<file path="config.mk">
export PLATFORM = sky130hd
export DESIGN_NAME = radio_host_flat
export DESIGN_NICKNAME = d
export VERILOG_FILES = /design/src/radio_pkg.sv /design/src/radio_reg_if.sv /design/src/radio_host.sv /design/src/flat_wrapper.sv
export SDC_FILE = /design/constraint.sdc
export NUM_CORES = 1
export LEC_CHECK = 0
export BUFFER_PORTS_ARGS = -buffer_cell sky130_fd_sc_hd__buf_2
export CORE_MARGIN = 2
export CORE_UTILIZATION = 48
export CTS_CLUSTER_SIZE = 10
export DETAILED_ROUTE_END_ITERATION = 7
export PLACE_DENSITY = 0.85
export SETUP_SLACK_MARGIN = 0.5
export SLEW_MARGIN = 20
export SYNTH_ARGS = -nofsm -noshare
export SYNTH_HDL_FRONTEND = slang
export SYNTH_SLANG_ARGS = --single-unit
</file>
<file path="constraint.sdc">
create_clock -name clk_i -period 1.6 [get_ports clk_i]
set_input_delay 0.08 -clock clk_i [delete_from_list [all_inputs] [get_ports clk_i]]
set_output_delay 0.08 -clock clk_i [all_outputs]
set_load 0.1 [all_outputs]
</file>
<file path="src/radio_pkg.sv">
// constants and functions shared by the radio register bank and its host controller
// How it works
// - host writes zero to reserved bits
// - write gate set: gated registers accept writes
// - write gate clear: gated registers ignore writes
// - identifier bytes readable only while enabled
// - host enables identifier reads only briefly; a direct analog_control write can leave the enable set
// - amp enable bit drives amp pin
// - polarity bit selects amp pin level
// - host never changes enable and polarity together, except when a soft reset write clears both at once
// - writing one to bit zero resets, self-clears
// - soft reset restores every register default
// - channel field sets synthesizer frequency
// - adjacent channels differ by one megahertz
// - host programs only channels two to 79
// - host permits the first transmit once a valid channel write is accepted, two cycles before the write lands
package radio_pkg;

  // device register offsets
  localparam logic [7:0] ANALOG_CONTROL_OFS = 8'h20;
  localparam logic [7:0] CHANNEL_SELECT_OFS = 8'h21;
  localparam logic [7:0] GATED_LO_OFS       = 8'h2e;
  localparam logic [7:0] GATED_HI_OFS       = 8'h2f;
  localparam logic [7:0] ID_FIRST_OFS       = 8'h3c;
  localparam logic [7:0] ID_LAST_OFS        = 8'h3f;

  // analog_control field positions
  localparam int WRITE_GATE_BIT = 6;
  localparam int ID_ENABLE_BIT  = 5;
  localparam int AMP_ENABLE_BIT = 2;
  localparam int AMP_POL_BIT    = 1;
  localparam int SOFT_RESET_BIT = 0;

  // writable bits; everything else is reserved
  localparam logic [7:0] ANALOG_WRITABLE_MASK = 8'h67;
  localparam logic [7:0] ANALOG_STORED_MASK   = 8'h66;
  localparam logic [7:0] CHANNEL_WRITABLE_MASK = 8'h7f;

  // values after reset
  localparam logic [7:0] ANALOG_CONTROL_RESET = 8'h00;
  localparam logic [7:0] CHANNEL_SELECT_RESET = 8'h00;
  localparam logic [7:0] GATED_RESET          = 8'h00;

  // synthesizer mapping: channel n lands at base + n * step
  localparam logic [6:0]  CHANNEL_MIN   = 7'h02;
  localparam logic [6:0]  CHANNEL_MAX   = 7'h4f;
  localparam logic [11:0] FREQ_BASE_MHZ = 12'h960;
  localparam logic [11:0] FREQ_STEP_MHZ = 12'h001;

  // host controller register map (avalon byte addresses)
  localparam logic [3:0] HOST_COMMAND_OFS = 4'h0;
  localparam logic [3:0] HOST_STATUS_OFS  = 4'h4;
  localparam int CMD_ADDR_LSB  = 0;
  localparam int CMD_DATA_LSB  = 8;
  localparam int CMD_WRITE_BIT = 16;
  localparam int STAT_BUSY_BIT      = 0;
  localparam int STAT_CHAN_DONE_BIT = 1;
  localparam int STAT_CHAN_ERR_BIT  = 2;
  localparam int STAT_RDATA_LSB     = 8;

  function automatic logic [11:0] channel_to_mhz(input logic [6:0] chan);
    channel_to_mhz = FREQ_BASE_MHZ + ({5'h00, chan} * FREQ_STEP_MHZ);
  endfunction

  function automatic logic in_id_range(input logic [7:0] addr);
    in_id_range = (addr >= ID_FIRST_OFS) && (addr <= ID_LAST_OFS);
  endfunction

endpackage

</file>
<file path="src/radio_reg_if.sv">
// register access port between the host controller and the radio register bank
`timescale 1ns/10ps
interface radio_reg_if;
  logic [7:0] addr;
  logic [7:0] wdata;
  logic       wr;
  logic       rd;
  logic [7:0] rdata;
  logic       rvalid;

  modport host (
    output addr,
    output wdata,
    output wr,
    output rd,
    input  rdata,
    input  rvalid
  );

  modport device (
    input  addr,
    input  wdata,
    input  wr,
    input  rd,
    output rdata,
    output rvalid
  );
endinterface

</file>
<file path="src/radio_host.sv">
// host controller: avalon-mm command registers driving the radio register port
`timescale 1ns/10ps
module radio_host (
  input  wire logic        clk_i,
  input  wire logic        resetn_i,
  input  wire logic [3:0]  avs_address_i,
  input  wire logic        avs_read_i,
  input  wire logic        avs_write_i,
  input  wire logic [31:0] avs_writedata_i,
  output logic [31:0]      avs_readdata_o,
  output logic             avs_waitrequest_o,
  output logic             tx_permit_o,
  radio_reg_if.host        bus
);

  typedef enum logic [1:0] {
    PH_IDLE,
    PH_ISSUE,
    PH_WAIT
  } phase_t;

  typedef struct packed {
    phase_t          phase;
    logic [2:0][7:0] step_addr;
    logic [2:0][7:0] step_data;
    logic [2:0]      step_wr;
    logic [1:0]      step_last;
    logic [1:0]      step_idx;
    logic [7:0]      analog_shadow;
    logic            chan_done;
    logic            chan_error;
    logic [7:0]      last_rdata;
    logic            rd_ack;
    logic [31:0]     readdata;
    logic [7:0]      bus_addr;
    logic [7:0]      bus_wdata;
    logic            bus_wr;
    logic            bus_rd;
  } host_state_t;

  host_state_t state_reg;
  host_state_t state_next;

  function automatic host_state_t put_step(input host_state_t s, input logic [1:0] i,
                                           input logic [7:0] a, input logic [7:0] d,
                                           input logic w);
    host_state_t r;
    r              = s;
    r.step_addr[i] = a;
    r.step_data[i] = d;
    r.step_wr[i]   = w;
    return r;
  endfunction

  logic busy;
  logic cmd_accept;
  assign busy       = (state_reg.phase != PH_IDLE);
  assign cmd_accept = avs_write_i && !busy && (avs_address_i == radio_pkg::HOST_COMMAND_OFS);

  always_comb begin
    logic        c_wr;
    logic [7:0]  c_addr;
    logic [7:0]  c_data;
    logic [7:0]  mid;
    logic [31:0] stat;
    c_wr   = avs_writedata_i[radio_pkg::CMD_WRITE_BIT];
    c_addr = avs_writedata_i[radio_pkg::CMD_ADDR_LSB +: 8];
    c_data = avs_writedata_i[radio_pkg::CMD_DATA_LSB +: 8];
    mid    = 8'h00;
    stat   = 32'h0000_0000;
    state_next = state_reg;
    state_next.bus_wr = 1'b0;
    state_next.bus_rd = 1'b0;

    // avalon reads take two edges so read data leaves a flip-flop
    state_next.rd_ack = avs_read_i && !state_reg.rd_ack;
    if (avs_read_i && !state_reg.rd_ack) begin
      stat[radio_pkg::STAT_BUSY_BIT]          = busy;
      stat[radio_pkg::STAT_CHAN_DONE_BIT]     = state_reg.chan_done;
      stat[radio_pkg::STAT_CHAN_ERR_BIT]      = state_reg.chan_error;
      stat[radio_pkg::STAT_RDATA_LSB +: 8]    = state_reg.last_rdata;
      state_next.readdata = (avs_address_i == radio_pkg::HOST_STATUS_OFS) ? stat : 32'h0000_0000;
    end

    if (cmd_accept) begin
      state_next.chan_error = 1'b0;
      state_next.step_idx   = 2'h0;
      state_next.step_last  = 2'h0;
      state_next.phase      = PH_ISSUE;
      if (c_wr && c_addr == radio_pkg::ANALOG_CONTROL_OFS) begin
        c_data = c_data & radio_pkg::ANALOG_WRITABLE_MASK;
        if (c_data[radio_pkg::SOFT_RESET_BIT]) begin
          state_next = put_step(state_next, 2'h0, c_addr, c_data, 1'b1);
          state_next.analog_shadow = radio_pkg::ANALOG_CONTROL_RESET;
          state_next.chan_done     = 1'b0;
        end else begin
          mid = c_data;
          // turning on: polarity first; turning off: enable first
          if (state_reg.analog_shadow[radio_pkg::AMP_ENABLE_BIT]) begin
            mid[radio_pkg::AMP_POL_BIT] = state_reg.analog_shadow[radio_pkg::AMP_POL_BIT];
          end else begin
            mid[radio_pkg::AMP_ENABLE_BIT] = state_reg.analog_shadow[radio_pkg::AMP_ENABLE_BIT];
          end
          state_next = put_step(state_next, 2'h0, c_addr, mid, 1'b1);
          if (mid != c_data) begin
            state_next = put_step(state_next, 2'h1, c_addr, c_data, 1'b1);
            state_next.step_last = 2'h1;
          end
          state_next.analog_shadow = c_data & radio_pkg::ANALOG_STORED_MASK;
        end
      end else if (c_wr && c_addr == radio_pkg::CHANNEL_SELECT_OFS) begin
        c_data = c_data & radio_pkg::CHANNEL_WRITABLE_MASK;
        if (c_data[6:0] < radio_pkg::CHANNEL_MIN || c_data[6:0] > radio_pkg::CHANNEL_MAX) begin
          state_next.chan_error = 1'b1;
          state_next.phase      = PH_IDLE;
        end else begin
          state_next = put_step(state_next, 2'h0, c_addr, c_data, 1'b1);
          state_next.chan_done = 1'b1;
        end
      end else if (!c_wr && radio_pkg::in_id_range(c_addr)) begin
        // identifier enable is raised around the one read, then dropped
        mid = state_reg.analog_shadow;
        mid[radio_pkg::ID_ENABLE_BIT] = 1'b1;
        state_next = put_step(state_next, 2'h0, radio_pkg::ANALOG_CONTROL_OFS, mid, 1'b1);
        state_next = put_step(state_next, 2'h1, c_addr, 8'h00, 1'b0);
        mid[radio_pkg::ID_ENABLE_BIT] = 1'b0;
        state_next = put_step(state_next, 2'h2, radio_pkg::ANALOG_CONTROL_OFS, mid, 1'b1);
        state_next.step_last     = 2'h2;
        state_next.analog_shadow = mid;
      end else begin
        state_next = put_step(state_next, 2'h0, c_addr, c_wr ? c_data : 8'h00, c_wr);
      end
    end

    case (state_reg.phase)
      PH_IDLE: begin
      end
      PH_ISSUE: begin
        state_next.bus_addr  = state_reg.step_addr[state_reg.step_idx];
        state_next.bus_wdata = state_reg.step_data[state_reg.step_idx];
        state_next.bus_wr    = state_reg.step_wr[state_reg.step_idx];
        state_next.bus_rd    = !state_reg.step_wr[state_reg.step_idx];
        state_next.phase     = PH_WAIT;
      end
      PH_WAIT: begin
        if (state_reg.step_wr[state_reg.step_idx] || bus.rvalid) begin
          if (!state_reg.step_wr[state_reg.step_idx]) begin
            state_next.last_rdata = bus.rdata;
          end
          if (state_reg.step_idx == state_reg.step_last) begin
            state_next.phase = PH_IDLE;
          end else begin
            state_next.step_idx = state_reg.step_idx + 2'h1;
            state_next.phase    = PH_ISSUE;
          end
        end
      end
      default: begin
        state_next.phase = PH_IDLE;
      end
    endcase
  end

  always_ff @(posedge clk_i or negedge resetn_i) begin
    if (!resetn_i) begin
      state_reg <= '0;
    end else begin
      state_reg <= state_next;
    end
  end

  // a command write stalls while a sequence is still running
  assign avs_waitrequest_o = (avs_read_i && !state_reg.rd_ack) ||
                             (avs_write_i && busy && (avs_address_i == radio_pkg::HOST_COMMAND_OFS));
  assign avs_readdata_o    = state_reg.readdata;
  assign tx_permit_o       = state_reg.chan_done;
  assign bus.addr          = state_reg.bus_addr;
  assign bus.wdata         = state_reg.bus_wdata;
  assign bus.wr            = state_reg.bus_wr;
  assign bus.rd            = state_reg.bus_rd;

endmodule

</file>
<file path="src/flat_wrapper.sv">
// flat-port wrapper written by rule: the top's interface ports become plain ports
module radio_host_flat 
  (clk_i, resetn_i, avs_address_i, avs_read_i, avs_write_i, avs_writedata_i, avs_readdata_o, avs_waitrequest_o, tx_permit_o, bus_addr, bus_wdata, bus_wr, bus_rd, bus_rdata, bus_rvalid);
  radio_reg_if bus_i ();
  input  wire logic clk_i;
  input  wire logic resetn_i;
  input  wire logic [3:0] avs_address_i;
  input  wire logic avs_read_i;
  input  wire logic avs_write_i;
  input  wire logic [31:0] avs_writedata_i;
  output logic [31:0] avs_readdata_o;
  output logic avs_waitrequest_o;
  output logic tx_permit_o;
  output wire logic [$bits(bus_i.addr)-1:0] bus_addr;
  output wire logic [$bits(bus_i.wdata)-1:0] bus_wdata;
  output wire logic [$bits(bus_i.wr)-1:0] bus_wr;
  output wire logic [$bits(bus_i.rd)-1:0] bus_rd;
  input wire logic [$bits(bus_i.rdata)-1:0] bus_rdata;
  input wire logic [$bits(bus_i.rvalid)-1:0] bus_rvalid;
  assign bus_addr = bus_i.addr;
  assign bus_wdata = bus_i.wdata;
  assign bus_wr = bus_i.wr;
  assign bus_rd = bus_i.rd;
  assign bus_i.rdata = bus_rdata;
  assign bus_i.rvalid = bus_rvalid;
  radio_host u_core (.clk_i(clk_i), .resetn_i(resetn_i), .avs_address_i(avs_address_i), .avs_read_i(avs_read_i), .avs_write_i(avs_write_i), .avs_writedata_i(avs_writedata_i), .avs_readdata_o(avs_readdata_o), .avs_waitrequest_o(avs_waitrequest_o), .tx_permit_o(tx_permit_o), .bus(bus_i));
endmodule
</file>
-- Word-level counts from Yosys, hierarchy flattened
Cells that the tools add are included.
- logic and storage cells: 107
- RAM bits: 0
- latch bits: 0
- register bits: 126
- output and inout port bits: 52
- input port bits: 49
- memories: 0
- memory bits (read-only): 0
- div/mod/pow operators: 0
- add/subtract/negate cells: 1
- multipliers: 0
- reduce and logical (&&, ||, !) cells: 27
- shifts and indexed selects: 0
- mux-type cells: 36
- equal/unequal tests: 13
- bitwise operators: 2
- magnitude comparators: 5
- operators with widths (cell ; number):
    126-bit two-way mux ; 4
    124-bit two-way mux ; 1
    116-bit two-way mux ; 1
    48-bit two-way mux ; 1
    8-bit two-way mux ; 6
    8-bit binary-select mux with 2-bit select ; 2
    32-bit two-way mux ; 1
    18-bit two-way mux ; 1
    8-bit by 6-bit equality test with 1-bit output, second input constant ; 2
    16-bit two-way mux ; 1
    1-bit two-way mux ; 12
    1-bit logical AND ; 9
    8-bit by 6-bit greater-or-equal comparator with 1-bit output, second input constant ; 1
    8-bit by 6-bit less-or-equal comparator with 1-bit output, second input constant ; 1
    2-bit two-way mux ; 4
    4-bit AND reduction ; 2
    7-bit > comparator, second input constant ; 1
    7-bit by 2-bit less-than comparator with 1-bit output, second input constant ; 1
    2-bit inequality test, second input constant ; 3
    2-bit case mux with 3 select lines ; 1
    2-bit nonzero test ; 3
    5-bit AND reduction ; 1
    4-bit by 3-bit equality test with 1-bit output, second input constant ; 1
    1-bit zero test ; 4
    other kinds (15) ; 20

-- Logic depth before layout (Yosys ltp)
- word-level depth: 13
- depth in mapped cells: 6
- gate-level depth less buffers: 5

-- Least setup slack after synthesis
No wires, ideal clock.
- path type: register to output
- start point: register u_core.state_reg[124] (netlist bit)
- end point: output port avs_waitrequest_o
- path slack: -1.027 ns
- path buffers: 0
- cell stages (with the launch flop): 3
- arrival: 2.547 ns
- data required time: 1.520 ns
- path through: dfrtp_1 -> nor2_1 -> o21ai_0
- cells in the longest elaborated chain, start to end: 4
- ends and longest elaborated chain (item ; line ; text):
    start, declared ; radio_host.sv:41 ; host_state_t state_reg;
    start signal, assigned ; radio_host.sv:168 ; state_reg <= state_next;
    2-bit nonzero test ; radio_host.sv:57 ; assign busy = (state_reg.phase != PH_IDLE);
    1-bit logical AND (2 in a row) ; radio_host.sv:174 ; (avs_write_i && busy && (avs_address_i == radio_pkg::HOST_COMMAND_OFS));
    1-bit logical OR ; radio_host.sv:173 ; assign avs_waitrequest_o = (avs_read_i && !state_reg.rd_ack) ||
    end, declared ; flat_wrapper.sv:12 ; output logic avs_waitrequest_o;
Every way passes these cells.

==> impl_metrics.json <==
{
  "dr.first_iter.drc_count": 309,
  "ys_seq_area_share_pct": 51.4,
  "synthCells": 367,
  "fin_crit_sh_pct": 109,
  "regArea_mm2": 0.00211,
  "cts_buffer_depth": 2,
  "core-area_mm2": 0.00826,
  "slew_viol_final": 0,
  "ys_ff_latch": 84,
  "grt_pass1_wl_um": 18300,
  "numCtsBuffers": 9,
  "dieHeight_um": 96.3,
  "syn_area_mm2": 0.00409,
  "violations": "negative setup slack",
  "powerDensity_mw_per_mm2": 1040,
  "p_seq_share_pct": 42.3,
  "grt_max_degree": 40,
  "layout-drive-gt1-share_pct": 45.4,
  "htree_levels": 3,
  "crit_type": "reg -> reg",
  "largest_register_ffs": 54,
  "critical_path_arrival_ns": 1.95,
  "clockRootBuffer": "clkbuf_8",
  "worstSetupStartpointType": "flop",
  "final_cell_mix": "81 x dfrtp_1, 56 x buf_6, 40 x buf_4",
  "initial_core_util_pct": 49.5,
  "period_needed_ns": 1.74,
  "via_per_inst": 5.90,
  "firstDrtPassIters": 5,
  "setup_tns_ns": -1.34,
  "ir_drop_mv": 0.543,
  "globalplace.congestion": 0.939,
  "synth_edf_count": 0,
  "p_sw_uw": 2390,
  "fmax_mhz": 576,
  "final_common_cell": "dfrtp_1",
  "yosys_warnings": 0,
  "synth_cell_types": 52,
  "p_int_uw": 3590,
  "maxCapViolations": 0,
  "rr_worst_depth": 6,
  "status": "finished, violations left",
  "io_buffers": 64,
  "rsz0062_at_grt": "yes",
  "post-route-drc-count": 0,
  "fin_skew_ns": 0.0177,
  "antenna_found_initial": 0,
  "synthFlopType": "dfrtp_1",
  "clk_pin_slew_ns": 0.10,
  "dp_hpwl_um": 6810,
  "fp.dieW_um": 96.3,
  "multiInputGateArea_mm2": 0.00191,
  "fin_nets": 530,
  "syn_to_final_growth_pct": 40.1,
  "grt_pass1_vias": 3449,
  "clkPwrFrac_pct": 23.2,
  "gr-usage-all-layers_pct": 26.7,
  "syn_avg_cell_area_um2": 11.1,
  "clock_latency_ns": 0.36,
  "setup_slack_ns": -0.136,
  "cts_tree": "built",
  "min_path_type": "in -> reg",
  "worstSetupEndpointType": "flop",
  "cts_sinks": 84,
  "swShare_pct": 40.0,
  "rows": 33,
  "place_ws_ns": -0.0904,
  "antenna_left": 0,
  "hold_violations": 0,
  "min_path_cells": 3,
  "wl_per_cell_um": 22.3,
  "finalSetupViolCount": 30,
  "synthArstFlopShare_pct": 100,
  "gr-total-overflow": 0,
  "fill_cells": 497,
  "cp_max_fo": 3,
  "wirelength_um": 13200,
  "io_pins": 101,
  "vias": 3488,
  "slew_headroom_pct": 64.4,
  "ctsHoldBuffers": 9,
  "combPwrFrac_pct": 34.4,
  "die-area_mm2": 0.00928,
  "tightest_slew_ns": 0.535,
  "p_leak_uw": 0.00282,
  "cp_data_required_time_ns": 1.81
}
metal layers:
metal,global-route usage (%),share of wire [%],vias to the layer above
met2,44.2,50,233
met4,12.0,5.4,0
met5,0,0,-
met1,33.8,37,1755
li1,-,-,1432
met3,5.87,7.6,68
Yosys cell counts (2+ instances only):
master / number / area, um^2
a22o_1: 14 / 123
clkbuf_1: 10 / 37.5
o21ai_0: 22 / 110
nand3_1: 5 / 25.0
inv_1: 14 / 52.6
nand2b_1: 4 / 25.0
and4_1: 2 / 17.5
dfrtp_1: 84 / 2100
nand2_1: 36 / 135
a21oi_1: 6 / 30.0
nor2b_1: 5 / 31.3
a32o_1: 2 / 20.0
mux2_2: 21 / 236
buf_4: 48 / 360
nand3b_1: 2 / 15.0
o211ai_1: 4 / 30.0
and2_1: 2 / 12.5
nor2_1: 9 / 33.8
and3_1: 4 / 25.0
o2bb2ai_1: 2 / 17.5
buf_2: 4 / 20.0
nor3_2: 2 / 20.0
or2_2: 2 / 12.5
xnor2_1: 3 / 26.3
mux2i_1: 28 / 280
a21o_1: 6 / 45.0
worst max-delay path: stages (launching register included):
cell and delay (ns):
dfrtp_2 0.46, mux2i_4 0.33, buf_6 0.15, o2bb2ai_4 0.07, buf_6 0.13, o2111ai_1 0.26, o211ai_1 0.19
worst paths after layout:
path / slack [ns] / start / endpoint
worst min-delay path: 0.008 / avs_writedata_i[3] / u_core.state_reg[103]$_DFFE_PN0P_
max in group asynchronous: 0.73 / resetn_i / u_core.bus.addr[3]$_DFFE_PN0N_
min in group asynchronous: 0.24 / resetn_i / u_core.state_reg[102]$_DFFE_PN0P_
worst min register to register: 0.50 / u_core.state_reg[110]$_DFFE_PN0P_ / u_core.state_reg[110]$_DFFE_PN0P_
worst max register to register: -0.14 / u_core.state_reg[70]$_DFF_PN0_ / u_core.state_reg[70]$_DFF_PN0_
worst max-delay path: -0.14 / u_core.state_reg[70]$_DFF_PN0_ / u_core.state_reg[70]$_DFF_PN0_
cell type report:
cell class	instances	area share [%]
well taps	105	2.29
inverters	14	0.917
multi-input cells	225	33.3
clock inverters	1	0.153
repair buffers	147	23.9
clock buffers	14	2.66
diodes	1	0.0437
flip-flops and latches	84	36.7
power by group through the flow:
stage	sequential [uW]	clock (uW)	combinational, uW
6_report	2530	1390	2060
5_1_grt	2540	1460	2140
4_1_cts	2480	1320	1860
3_5_place_dp	2510	0	1640
3_3_place_gp	2490	0	1610
2_1_floorplan	2470	0	1480
logic make-up after synthesis:
| group | after synthesis | synth area share, % |
|---|---|---|
| other | 1 | 0.0917 |
| buffers and inverters | 78 | 11.9 |
| AO/OA/AOI/OAI | 69 | 12.4 |
| AND/OR/NAND/NOR | 83 | 11.0 |
| XOR/XNOR | 3 | 0.642 |
| multiplexers | 49 | 12.6 |
| flip-flops | 84 | 51.4 |
stage by stage:
step                util [%]  hold WS, ns  power (uW)  instances  area [um^2]
floorplan                  -       -0.216        3960        387         4330
global placement        56.3       0.0750        4100        534         4650
detailed placement      56.3       0.0832        4150        534         4650
CTS                     65.8      0.00284        5660        581         5430
global route            69.4      0.00265        6140        590         5730
finish                  69.4      0.00754        5980        591         5730
what timing repair did:
action,CTS,global route
buffers inserted,22,8
hold endpoints to repair,44,1
pin swaps,23,15
setup endpoints to repair,114,111
gates cloned,1,1
resized for setup,114,56
Note: power is estimated with default switching activity, not from simulation.
